**config.mk**
```make
export PLATFORM = sky130hd
export DESIGN_NAME = dcc_top
export DESIGN_NICKNAME = d
export VERILOG_FILES = /design/src/hdl/dcc_pkg.sv /design/src/hdl/dcc_sync2.sv /design/src/hdl/dcc_top.sv
export VERILOG_INCLUDE_DIRS = /design/src /design/src/hdl
export SDC_FILE = /design/constraint.sdc
export NUM_CORES = 1
export LEC_CHECK = 0
export BUFFER_PORTS_ARGS = -buffer_cell sky130_fd_sc_hd__buf_2
export CORE_MARGIN = 3
export CORE_UTILIZATION = 45
export DETAILED_ROUTE_END_ITERATION = 10
export GPL_TIMING_DRIVEN = 0
export PLACE_DENSITY_LB_ADDON = 0.05
export SYNTH_ARGS = -nofsm -noshare
export SYNTH_HDL_FRONTEND = slang
export SYNTH_HIERARCHICAL = 1
export SYNTH_SLANG_ARGS = --single-unit
```
**constraint.sdc**
```tcl
create_clock -name pclk -period 2 [get_ports pclk]
set_input_delay 0.4 -clock pclk [delete_from_list [all_inputs] [get_ports pclk]]
set_output_delay 0.4 -clock pclk [all_outputs]
set_load 0.005 [all_outputs]
```
**src/hdl/dcc_defines.svh**
```systemverilog
// Register offsets, field positions and reset values of the comparator control block.
`ifndef DCC_DEFINES_SVH
`define DCC_DEFINES_SVH

// Byte addresses of the APB registers.
`define DCC_ADDR_CTRL 12'h000
`define DCC_ADDR_FLAG 12'h004
`define DCC_ADDR_EN 12'h008
`define DCC_ADDR_PORT 12'h00c
`define DCC_ADDR_PCFG 12'h010

// Field positions in the comparator_control register.
`define DCC_POS_SECOND_RESULT 7
`define DCC_POS_FIRST_RESULT 6
`define DCC_POS_SECOND_FLIP 5
`define DCC_POS_FIRST_FLIP 4
`define DCC_POS_INPUT_SWITCH 3
`define DCC_POS_MODE_LSB 0

// Field positions in the enable register.
`define DCC_POS_CHANGE_EN 0
`define DCC_POS_PERIPH_EN 1
`define DCC_POS_GLOBAL_EN 2

// Field positions in the port status and port configuration registers.
`define DCC_POS_PORT_E_LSB 4
`define DCC_POS_LATCH_LSB 2

// Reset values.
`define DCC_CTRL_RST 6'h00
`define DCC_EN_RST 3'h0
`define DCC_DIR_RST 2'h3
`define DCC_LAT_RST 2'h0

`endif

```
**src/hdl/dcc_pkg.sv**
```systemverilog
// Types shared by the comparator control block.
package dcc_pkg;

    // Eight comparator operating modes.
    typedef enum logic [2:0] {
        DCC_MODE_RESET = 3'b000,
        DCC_MODE_ONE = 3'b001,
        DCC_MODE_TWO = 3'b010,
        DCC_MODE_TWO_OUT = 3'b011,
        DCC_MODE_COMMON = 3'b100,
        DCC_MODE_COMMON_OUT = 3'b101,
        DCC_MODE_MUX_VREF = 3'b110,
        DCC_MODE_OFF = 3'b111
    } dcc_mode_t;

    // Writable part of comparator_control.
    typedef struct packed {
        logic second_polarity_flip;
        logic first_polarity_flip;
        logic input_switch;
        dcc_mode_t comparator_mode_field;
    } dcc_ctrl_t;

    // APB request from the master.
    typedef struct packed {
        logic psel;
        logic penable;
        logic pwrite;
        logic [11:0] paddr;
        logic [31:0] pwdata;
    } dcc_apb_req_t;

    // APB answer to the master.
    typedef struct packed {
        logic pready;
        logic [31:0] prdata;
        logic pslverr;
    } dcc_apb_rsp_t;

    // Steering of the analog multiplexers; index 0 is comparator 1.
    typedef struct packed {
        logic [1:0] power;
        logic [3:0] analog_mask;
        logic [1:0] pos_vref;
        logic [1:0] pos1_pin;
        logic [1:0] pos2_pin;
        logic [1:0] neg1_pin;
        logic [1:0] neg2_pin;
        logic out_route;
    } dcc_route_t;

    // Synchroniser state.
    typedef struct packed {
        logic [7:0] meta;
        logic [7:0] stable;
    } dcc_sync_t;

    // Main block state.
    typedef struct packed {
        dcc_ctrl_t ctrl;
        logic [1:0] latched;
        logic flag;
        logic [2:0] en;
        logic [1:0] dir;
        logic [1:0] lat;
        logic ack;
        logic [31:0] rdata;
        logic slverr;
    } dcc_state_t;

endpackage

```
**src/hdl/dcc_sync2.sv**
```systemverilog
// Two-stage synchroniser for the asynchronous comparator and pin inputs.
`timescale 1ns/100ps
module dcc_sync2 (
    // Clock and reset.
    input wire logic pclk,
    input wire logic presetn,
    // Asynchronous inputs and their synchronised copies.
    input wire logic [7:0] async_in,
    output logic [7:0] sync_out
);
    import dcc_pkg::*;

    dcc_sync_t s_reg;
    dcc_sync_t s_next;

    // The first stage feeds only the second stage.
    always_comb begin
        s_next.meta = async_in;
        s_next.stable = s_reg.meta;
    end

    // Register the state.
    always_ff @(posedge pclk or negedge presetn) begin
        if (!presetn) begin
            s_reg <= '0;
        end else begin
            s_reg <= s_next;
        end
    end

    assign sync_out = s_reg.stable;
endmodule // dcc_sync2

```
**src/hdl/dcc_top.sv**
```systemverilog
// Control, status and change detection around two analog comparators.
//
// Functional notes
// - Raw result high when plus exceeds minus.
// - Flip bits 5 and 4 invert outputs.
// - Bits 7 and 6 show outputs, read-only.
// - Bits 2 to 0 pick one of eight modes.
// - Mode 110: switch bit picks minus pins.
// - Mode 110: reference feeds both plus inputs.
// - Routed outputs reach pins unsynchronised.
// - Direction bits still gate routed pin drivers.
// - Any output change sets the change flag.
// - Writing zero clears flag, one sets it.
// - Request needs all three enables set.
// - Mismatch re-sets flag until register accessed.
// - Change during read still sets flag.
// - Comparators run in sleep, wake enabled.
// - Mode 111 powers both comparators off.
// - Wake leaves control register unchanged.
// - Reset selects mode 000, comparators off.
// - Analog pins read zero on port read.
//
// Our own choices: the APB slave port and the register offsets.
`timescale 1ns/100ps
`include "dcc_defines.svh"
module dcc_top (
    // Clock and reset.
    input wire logic pclk,
    input wire logic presetn,
    // APB slave.
    input wire dcc_pkg::dcc_apb_req_t apb_req,
    output dcc_pkg::dcc_apb_rsp_t apb_rsp,
    // Analog comparator side.
    input wire logic [1:0] raw_result,
    output dcc_pkg::dcc_route_t route,
    // Port pins.
    input wire logic [3:0] pin_d_i,
    input wire logic [1:0] pin_e_i,
    output logic [1:0] pin_e_o,
    output logic [1:0] pin_e_oe,
    // Interrupt and wake requests.
    output logic irq_o,
    output logic wake_o
);
    import dcc_pkg::*;

    dcc_state_t s_reg;
    dcc_state_t s_next;
    logic [7:0] sync_q;
    logic [1:0] res_sync;
    logic [3:0] pin_d_sync;
    logic [1:0] pin_e_sync;
    logic [1:0] flip;
    logic [1:0] status;
    logic [1:0] live_out;
    logic mismatch;
    logic access;
    logic wr;
    logic ctrl_access;

    // Every asynchronous input passes two flops; only the routed pin path also reads raw_result directly.
    dcc_sync2 u_sync (
        .pclk(pclk),
        .presetn(presetn),
        .async_in({pin_e_i, pin_d_i, raw_result}),
        .sync_out(sync_q)
    );

    assign res_sync = sync_q[1:0];
    assign pin_d_sync = sync_q[5:2];
    assign pin_e_sync = sync_q[7:6];

    // Mode decode; the table is fixed here so the analog side stays dumb.
    function automatic dcc_route_t decode(input dcc_ctrl_t c);
        dcc_route_t r;
        r = '0;
        r.pos1_pin = 2'h1;
        r.neg1_pin = 2'h0;
        r.pos2_pin = 2'h3;
        r.neg2_pin = 2'h2;
        case (c.comparator_mode_field)
            DCC_MODE_RESET: begin
                r.analog_mask = 4'hf;
            end
            DCC_MODE_ONE: begin
                r.power = 2'h1;
                r.analog_mask = 4'h3;
            end
            DCC_MODE_TWO: begin
                r.power = 2'h3;
                r.analog_mask = 4'hf;
            end
            DCC_MODE_TWO_OUT: begin
                r.power = 2'h3;
                r.analog_mask = 4'hf;
                r.out_route = 1'b1;
            end
            DCC_MODE_COMMON: begin
                r.power = 2'h3;
                r.analog_mask = 4'h7;
                r.pos2_pin = 2'h1;
            end
            DCC_MODE_COMMON_OUT: begin
                r.power = 2'h3;
                r.analog_mask = 4'h7;
                r.pos2_pin = 2'h1;
                r.out_route = 1'b1;
            end
            DCC_MODE_MUX_VREF: begin
                r.power = 2'h3;
                r.analog_mask = 4'hf;
                r.pos_vref = 2'h3;
                r.neg1_pin = c.input_switch ? 2'h0 : 2'h1;
                r.neg2_pin = c.input_switch ? 2'h2 : 2'h3;
            end
            DCC_MODE_OFF: begin
                r.power = 2'h0;
                r.analog_mask = 4'h0;
            end
            default: begin
                r.power = 2'h0;
            end
        endcase
        return r;
    endfunction

    // Comparators stay powered in sleep; only the mode field turns them off.
    assign route = decode(s_reg.ctrl);

    // Polarity flip; a powered-down comparator reads as low.
    assign flip = {s_reg.ctrl.second_polarity_flip, s_reg.ctrl.first_polarity_flip};
    assign status = (res_sync ^ flip) & route.power;
    assign live_out = (raw_result ^ flip) & route.power;

    // Routed pins bypass synchronisation, so glitches near the threshold pass through.
    assign pin_e_o = route.out_route ? live_out : s_reg.lat;
    assign pin_e_oe = ~s_reg.dir;

    // A change against the copy taken at the last control register access is a mismatch.
    assign mismatch = status != s_reg.latched;

    // Requests reach the core only with all enables; wake needs only the source enable.
    assign irq_o = s_reg.flag & (&s_reg.en);
    assign wake_o = s_reg.flag & s_reg.en[`DCC_POS_CHANGE_EN];

    // The access phase takes two cycles: one to prepare read data, one to answer.
    assign access = apb_req.psel & apb_req.penable & s_reg.ack;
    assign wr = access & apb_req.pwrite;
    assign ctrl_access = access & (apb_req.paddr == `DCC_ADDR_CTRL);

    // Answer signals.
    always_comb begin
        apb_rsp.pready = apb_req.psel & apb_req.penable & s_reg.ack;
        apb_rsp.prdata = s_reg.rdata;
        apb_rsp.pslverr = s_reg.slverr & apb_rsp.pready;
    end

    // Next state of the whole block.
    always_comb begin
        s_next = s_reg;
        s_next.ack = 1'b0;
        if (apb_req.psel && apb_req.penable && !s_reg.ack) begin
            s_next.ack = 1'b1;
            s_next.slverr = 1'b0;
            s_next.rdata = 32'h0000_0000;
            case (apb_req.paddr)
                `DCC_ADDR_CTRL: s_next.rdata = {24'h00_0000, status, s_reg.ctrl};
                `DCC_ADDR_FLAG: s_next.rdata = {31'h0000_0000, s_reg.flag};
                `DCC_ADDR_EN: s_next.rdata = {29'h0000_0000, s_reg.en};
                `DCC_ADDR_PORT: s_next.rdata = {26'h000_0000, pin_e_sync,
                    pin_d_sync & ~route.analog_mask};
                `DCC_ADDR_PCFG: s_next.rdata = {28'h000_0000, s_reg.lat, s_reg.dir};
                default: s_next.slverr = 1'b1;
            endcase
        end
        // Bits 7 and 6 are not stored, so writes to them vanish.
        if (wr && apb_req.paddr == `DCC_ADDR_CTRL) begin
            s_next.ctrl = dcc_ctrl_t'(apb_req.pwdata[5:0]);
        end
        if (wr && apb_req.paddr == `DCC_ADDR_EN) begin
            s_next.en = apb_req.pwdata[2:0];
        end
        if (wr && apb_req.paddr == `DCC_ADDR_PCFG) begin
            s_next.dir = apb_req.pwdata[1:0];
            s_next.lat = apb_req.pwdata[3:2];
        end
        // Read or write of the control register ends the mismatch.
        if (ctrl_access) begin
            s_next.latched = status;
        end
        // Software may clear or force the flag.
        if (wr && apb_req.paddr == `DCC_ADDR_FLAG) begin
            s_next.flag = apb_req.pwdata[0];
        end
        // Hardware set wins over a clear in the same cycle.
        if (mismatch) begin
            s_next.flag = 1'b1;
        end
    end

    // Register the state; sleep has no input here, so wake never disturbs it.
    always_ff @(posedge pclk or negedge presetn) begin
        if (!presetn) begin
            s_reg.ctrl <= dcc_ctrl_t'(`DCC_CTRL_RST);
            s_reg.latched <= 2'h0;
            s_reg.flag <= 1'b0;
            s_reg.en <= `DCC_EN_RST;
            s_reg.dir <= `DCC_DIR_RST;
            s_reg.lat <= `DCC_LAT_RST;
            s_reg.ack <= 1'b0;
            s_reg.rdata <= 32'h0000_0000;
            s_reg.slverr <= 1'b0;
        end else begin
            s_reg <= s_next;
        end
    end
endmodule // dcc_top

```
==> flow_summary.yaml, run 1 <==
final_layout:
  final_cells: 363
  final_core_util: 0.619
  final_nets: 354
  drive_gt1_frac: 0.443
  finalInstanceArea_um2: 2810
  fill_cells: 400
  antenna_cells: 0
  syn2layout_area_growth_pct: 27.6
  multi_input_area_um2: 897
  regArea_um2: 1060
  largest_reg_flops: 16
worst_setup_path:
  max_stage_delay_ns: 0.57
  worstPathCellList: "buf_2 -> or4_4 -> nor4_4 -> and3b_1 -> mux2_1"
  rr_startpoint: "s_reg[45]"
  end_kind: "register"
  cp_num_buf_inv: 1
  reg2reg_depth: 4
  start_kind: "primary input"
  cpLargestDelayFamily: "simple AND/OR/NAND/NOR gates"
  worstPathRequired_ns: 2.18
  timing.rr.end: "s_reg[41]"
  cp_slowest_cell: "or4_4"
  arrival_ns: 2.13
  criticalPathCategory: "primary input to register"
  worst-r2r-setup-slack_ns: 0.40
  path_max_fanout: 4
  startpoint: "apb_req[38]"
  path_depth: 5
power_and_ir_drop:
  combPwrFrac: 0.085
  seq_power_share: 0.477
  swShare: 0.212
  p_int_mw: 1.45
  total_power_mw: 1.84
  irDropWorstVdd_v: 0.000410
  power_density_nw_per_um2: 654
  leakage_nw: 1.47
  p_clk_frac: 0.439
  power_switching_uw: 390
sta:
  fmax_mhz: 514
  min_period_ns: 1.95
  tns_ns: 0
  worst_pin_slew_ns: 0.901
  clock_skew_ns: 0.00552
  post-route-period-util: 0.973
  maxSlewHeadroom: 0.399
  slew_violations: 0
  fin_ws_ns: 0.0536
  setup_viol: 0
  hold_slack_ns: 0.204
  hold_viol: 0
placed_design:
  dp_slack_ns: -0.252
  placed_area_um2: 2670
  gp_congestion: 0.857
  io_buffers: 57
  dp.cells: 358
  dpl.hpwl_um: 3490
worst_hold_path:
  min_to: "u_sync/s_next[6]"
  hold_path_startpoint: "pin_e_i[0]"
  min_path_type: "primary input to register"
  holdPathStages: 1
route:
  first_pass_iters: 4
  vias: 1591
  drtIter0Drc: 39
  ant_nets: 0
  routed_wl_um: 4500
  vias_per_cell: 4.38
  routedWlPerCell_um: 12.4
  drc: 0
logic_synthesis:
  synthArstFlopShare: 1.00
  avgSynthCellArea_um2: 10.5
  yosysWarnings: 6
  synthTopCellsByArea: "dfrtp_1 45%, buf_4 14%, mux2_2 6.7%, xnor2_1 2.8%, dfstp_2 2.4%"
  synth_top_area_frac: 0.455
  synth_seq_area_share: 0.479
  netlist_instances: 209
  synth_area_um2: 2200
  synth-edff-count: 0
  yosysUniqueCellTypes: 43
  yosys_register_bits: 42
  synthFlopType: "dfrtp_1"
  synth.largest_area_cell: "dfrtp_1"
  synth_common_cells: "41 x buf_4, 40 x dfrtp_1, 13 x mux2_2"
  synth.most_common_cell: "buf_4"
die:
  die_y_um: 75.9
  start_util: 0.485
  core-area_um2: 4530
  io_pins: 114
  design.die.area_um2: 5770
  rows: 24
  die_x_um: 75.9
clock_network:
  post_cts_buffers: 0
  clk_pin_slew_ns: 0.08
  clock_path_buffers: 2
  cts_root_buf: "clkbuf_8"
  cts_sinks: 42
  cts_buffers: 5
  clock_latency_ns: 0.30
  cts_max_level: 2
  cts_tree: "yes"
  cts.hold.buffers_added: 0
grt:
  grt_max_degree: 43
  antenna_found_initial: 0
  grt_pass1_wl_um: 7560
  overflow: 0
  grt_pass1_vias: 1536
  grt_usage: 0.163
run_status:
  status: "finished clean"
job:
  max_cap_violations: 0
[routing by layer]
| layer | GRT usage | up-vias | share of wire |
|---|---|---|---|
| met5 | 0 | - | 0 |
| met4 | 0.0543 | 0 | 0.013 |
| met3 | 0.0474 | 6 | 0.079 |
| met2 | 0.263 | 64 | 0.47 |
| met1 | 0.210 | 702 | 0.44 |
| li1 | - | 819 | - |
[how the worst max path moves through the flow]
stage                            end  slack [ns]
after detailed placement   s_reg[43]       -0.25
after global routing      pin_e_o[1]       -0.01
after global placement     s_reg[42]       -0.25
after floorplan            s_reg[42]        0.03
final                      s_reg[39]        0.05
after CTS                 pin_e_o[1]        0.02
[cells by family (layout without fill, tap and decap cells)]
| family | Yosys count | after routing | share of synthesized area |
|---|---|---|---|
| AND/OR/NAND/NOR | 63 | 63 | 0.169 |
| flip-flops | 42 | 42 | 0.479 |
| buffers and inverters | 55 | 117 | 0.164 |
| multiplexers | 18 | 18 | 0.0910 |
| XOR/XNOR | 7 | 7 | 0.0279 |
| AO/OA/AOI/OAI | 22 | 22 | 0.0660 |
| other | 2 | 29 | 0.00341 |
[area by class of cell]
type	count	area share
buffer	45	0.116
clock buffer	5	0.0245
clock inverter	3	0.0245
inverter	7	0.00935
multi-input combinational	139	0.319
sequential	42	0.376
tap	65	0.0290
timing repair buffer	57	0.102
[repair_timing]
item,4_1_cts,5_1_grt
endpoints found under the setup margin,7,3
pin swaps,0,0
resized for setup,2,5
[placed cells by master (no fill, tap or decap), types with 3 or more instances in the layout]
cell and count:
nor3_1 5, nor2_1 10, and2_1 3, mux2_2 13, buf_2 58, nor2b_1 5
inv_1 7, mux2_1 3, and4_1 3, nand2_1 12, clkbuf_8 5, o21ai_0 6
dfrtp_1 38, a22oi_1 4, and3_1 3, xnor2_1 6, conb_1 29, nand3_1 5
buf_4 41
[power groups by stage]
stage               registers (mW)  clock network [mW]  logic (mW)
floorplan                    0.891                   0      0.0902
global placement             0.892                   0       0.153
detailed placement           0.892                   0       0.154
CTS                          0.876               0.826       0.154
global route                 0.878               0.865       0.174
finish                       0.875               0.806       0.155
Power figures use the tool's default switching activity.
==> run 2: changes to the inputs <==
--- a/config.mk
+++ b/config.mk
@@ -6,10 +6,10 @@
 export SDC_FILE = /design/constraint.sdc
 export NUM_CORES = 1
 export LEC_CHECK = 0
-export BUFFER_PORTS_ARGS = -buffer_cell sky130_fd_sc_hd__buf_2
 export CORE_MARGIN = 3
-export CORE_UTILIZATION = 45
+export CORE_UTILIZATION = 46
 export DETAILED_ROUTE_END_ITERATION = 10
+export DONT_BUFFER_PORTS = 1
 export GPL_TIMING_DRIVEN = 0
 export PLACE_DENSITY_LB_ADDON = 0.05
 export SYNTH_ARGS = -nofsm -noshare
==> flow_summary.yaml, run 2 (synthesis gave the netlist of run 1 again) <==
clock_network:
  cts_tree: "yes"
  cts_sinks: 42
  cts_root_buf: "clkbuf_8"
  cts_max_level: 2
  clock_latency_ns: 0.29
  clock_path_buffers: 2
  cts_buffers: 5
  clk_pin_slew_ns: 0.08
sta:
  maxSlewHeadroom: 0.657
  rsz0062_at_grt: "false"
  slew_violations: 0
  hold_slack_ns: 0.128
  fmax_mhz: 528
  setup_viol: 0
  clock_skew_ns: 0.00523
  min_period_ns: 1.90
  hold_viol: 0
  fin_ws_ns: 0.105
  post-route-period-util: 0.948
  worst_pin_slew_ns: 0.510
die:
  die_x_um: 75.2
  design.die.area_um2: 5650
  core-area_um2: 4470
  rows: 24
  die_y_um: 75.2
  io_pins: 114
  start_util: 0.492
final_layout:
  largest_reg_flops: 16
  layout_common_cells: "41 x buf_4, 38 x dfrtp_1, 29 x conb_1, 13 x mux2_2, 12 x nand2_1"
  fill_cells: 424
  drive_gt1_frac: 0.299
  layout_commonest_cell: "buf_4"
  antenna_cells: 0
  finalInstanceArea_um2: 2490
  syn2layout_area_growth_pct: 13.0
  final_nets: 300
  final_cells: 296
worst_setup_path:
  cp_slowest_cell: "nor4_2"
  worstPathCellList: "buf_2 -> or3_1 -> nor4_2 -> and2_1 -> mux2_2"
  max_stage_delay_ns: 0.52
  start_kind: "primary input"
  criticalPathCategory: "primary input to register"
  arrival_ns: 2.07
  end_kind: "register"
  path_max_fanout: 8
  worstPathRequired_ns: 2.18
route:
  vias_per_cell: 4.94
  first_pass_iters: 4
  drc: 0
  ant_nets: 0
  drtIter0Drc: 67
  routed_wl_um: 4390
  routedWlPerCell_um: 14.8
  vias: 1461
placed_design:
  dp.cells: 288
  placed_area_um2: 2370
  dp_slack_ns: -0.232
  dpl.hpwl_um: 3420
  io_buffers: 0
  gp_congestion: 0.839
grt:
  grt_pass1_vias: 1336
  use_met3: 0.0521
  grt.busiest_layer: "met2"
  grt_usage: 0.158
  overflow: 0
  antenna_found_initial: 0
  grt_use_met2: 0.238
  grt.met1_usage: 0.212
  grt_max_degree: 43
  grt_pass1_wl_um: 6520
worst_hold_path:
  min_path_type: "primary input to register"
run_status:
  status: "finished clean"
power_and_ir_drop:
  irDropWorstVdd_v: 0.000439
  leakage_nw: 1.21
  power_density_nw_per_um2: 617
job:
  max_cap_violations: 0
==> run 2: cell count changes in the layout (fill, tap and decap cells not counted), sizes merged <==
cell	before	now
bufinv	2	0
dlygate4sd3	0	1
clkbuf	8	9
clkinv	1	2
buf	99	44
==> run 2: where the power goes <==
group,internal [mW],total [mW],switching (mW)
logic,0.0609,0.122,0.0614
registers,0.869,0.875,0.00653
clock network,0.246,0.537,0.291
total,1.18,1.53,0.358
==> run 2: worst paths after layout <==
kind / cells past startpoint / end / slack, ns / startpoint
max: 5 / s_reg[43] / 0.10 / apb_req[36]
min: 0 / u_sync/s_next[2] / 0.13 / pin_d_i[0]
max reg2reg: 5 / s_reg[41] / 0.28 / s_reg[45]
min reg2reg: 0 / u_sync/sync_out[3] / 0.35 / u_sync/s_next[3]
max in group asynchronous: 2 / s_reg[36] / 1.15 / presetn
min in group asynchronous: 2 / flip[1] / 0.59 / presetn
==> run 2: what timing repair did <==
item | CTS | global route
resized for setup | 0 | 4
hold buffers | 2 | 0
setup endpoints to repair | 3 | 3
endpoints found under the hold margin | 42 | 0
buffers inserted | 0 | 0
==> run 2: area by class of cell <==
class                           count  area (µm²)  share of cell area
Multi-Input combinational cell    139         895               0.360
Clock inverter                      2        13.8             0.00554
Sequential cell                    42        1060               0.425
Clock buffer                        6        72.6              0.0292
Buffer                             46         328               0.132
Inverter                            7        26.3              0.0106
Timing Repair Buffer                2        30.0              0.0121
Tap cell                           52        65.1              0.0262
==> run 2: layer usage <==
| metal | vias to the layer above | part of all wire |
|---|---|---|
| li1 | 710 | - |
| met1 | 670 | 0.45 |
| met2 | 73 | 0.44 |
| met3 | 8 | 0.095 |
| met4 | 0 | 0.018 |
| met5 | - | 0 |
==> run 2: critical path, delay by kind of cell <==
family	cells	cell delay, ns
buf+inv	1	0.16
mux	1	0.34
simple gates	3	1.17
==> run 2: through the flow <==
step,TNS (ns),utilization,power [mW]
finish,0,0.556,1.53
global route,0,0.556,1.60
CTS,0,0.553,1.55
detailed placement,-1.33,0.529,0.990
global placement,-0.893,0.529,0.990
floorplan,0,-,0.981
==> run 3: changes to the inputs <==
==> constraint.sdc (replaced) <==
create_clock -name pclk -period 2.5 [get_ports pclk]
set_input_delay 0.5 -clock pclk [delete_from_list [all_inputs] [get_ports pclk]]
set_output_delay 0.5 -clock pclk [all_outputs]
set_load 0.005 [all_outputs]
==> flow_summary.yaml, run 3 (synthesis gave the netlist of run 1 again) <==
worst_setup_path:
  cp_slowest_cell: "clkbuf_1"
  crit_top_cell: "clkbuf_1"
  worstPathCellList: "clkbuf_1 -> and3_1 -> clkbuf_1 -> inv_1 -> buf_4"
  end_kind: "output pin"
  path_max_fanout: 10
  start_kind: "register"
  criticalPathCategory: "register to output pin"
  worstPathRequired_ns: 2.00
  max_stage_delay_ns: 0.35
  arrival_ns: 1.71
clock_network:
  clk_pin_slew_ns: 0.08
  cts.hold.buffers_added: 1
  cts_resized: 0
  cts_max_level: 2
  clock_latency_ns: 0.29
  cts_sinks: 42
  post_cts_buffers: 0
  cts_tree: "yes"
  cts_root_buf: "clkbuf_8"
  clock_path_buffers: 2
  cts_buffers: 5
route:
  routed_wl_um: 4420
  drtIter0Drc: 60
  drc: 0
  vias_per_cell: 4.93
  first_pass_iters: 4
  routedWlPerCell_um: 14.9
  ant_nets: 0
  vias: 1465
sta:
  tns_ns: 0
  min_period_ns: 2.21
  fmax_mhz: 453
  slew_violations: 0
  post-route-period-util: 0.883
  rsz0062_at_grt: "false"
  setup_viol: 0
  clock_skew_ns: 0.00458
  maxSlewHeadroom: 0.650
  hold_viol: 0
  worst_pin_slew_ns: 0.521
grt:
  grt_usage: 0.161
  grt_pass1_wl_um: 6600
  grt_max_degree: 41
  overflow: 0
  grt_pass1_vias: 1352
  antenna_found_initial: 0
final_layout:
  drive_gt1_frac: 0.286
  layout_common_cells: "41 x buf_4, 40 x dfrtp_1, 29 x conb_1, 13 x mux2_2, 12 x nand2_1"
  largest_reg_flops: 16
  final_nets: 301
  final_cells: 297
  antenna_cells: 0
  syn2layout_area_growth_pct: 12.4
  layout_commonest_cell: "buf_4"
die:
  design.die.area_um2: 5650
  io_pins: 114
  core-area_um2: 4470
  rows: 24
  die_x_um: 75.2
  die_y_um: 75.2
  start_util: 0.492
worst_hold_path:
  min_path_type: "primary input to async pin"
job:
  max_cap_violations: 0
power_and_ir_drop:
  leakage_nw: 1.21
  irDropWorstVdd_v: 0.000349
  power_density_nw_per_um2: 495
  total_power_mw: 1.22
placed_design:
  dpl.hpwl_um: 3420
  dp.cells: 288
  gp_congestion: 0.839
  io_buffers: 0
run_status:
  status: "finished clean"
## run 3: layout make-up
| type | instances | area [µm²] |
|---|---|---|
| multi-input combinational | 139 | 887 |
| buffer | 48 | 335 |
| tap | 52 | 65.1 |
| clock buffer | 6 | 72.6 |
| timing repair buffer | 1 | 20.0 |
| fill | 426 | 2000 |
| clock inverter | 2 | 13.8 |
| sequential | 42 | 1050 |
| inverter | 7 | 26.3 |
## run 3: layer usage
layer / wire, µm / up-vias / global-route usage
met5: 0 / - / 0
met4: 80 / 0 / 0.0641
met3: 470 / 8 / 0.0521
met2: 1960 / 78 / 0.245
met1: 1920 / 666 / 0.213
li1: - / 713 / -
## run 3: power breakdown
group / internal, mW / switching (mW) / total, mW
Sequential: 0.695 / 0.00526 / 0.700
Combinational: 0.0477 / 0.0479 / 0.0956
Clock: 0.197 / 0.232 / 0.429
## run 3: path summary, 6_finish.rpt
kind                                  start                  to  slack [ns]  depth (start not counted)
setup / recovery                  s_reg[45]           route[12]        0.29                          5
hold / removal                      presetn           s_reg[37]        0.04                          0
setup reg to reg                  s_reg[45]           s_reg[41]        0.66                          6
hold reg to reg            u_sync/s_next[3]  u_sync/sync_out[3]        0.35                          0
max in group asynchronous           presetn          apb_rsp[2]        2.26                          1
min in group pclk                pin_d_i[0]    u_sync/s_next[2]        0.23                          0
## run 3: worst max-delay path: cells and delay by family (launching register included)
kind                   cells  cell delay [ns]
AND/OR/NAND/NOR            1             0.21
buffers and inverters      4             0.87
flip-flops                 1             0.33
## run 3: stage by stage
step | util | instance area (µm²) | hold slack [ns] | setup slack, ns
2_1_floorplan | - | 2300 | 0.204 | 0.428
3_3_place_gp | 0.529 | 2370 | 0.205 | 0.198
3_5_place_dp | 0.529 | 2370 | 0.206 | 0.168
4_1_cts | 0.553 | 2470 | 0.0297 | 0.254
5_1_grt | 0.553 | 2470 | 0.0145 | 0.138
6_report | 0.553 | 2470 | 0.0415 | 0.292
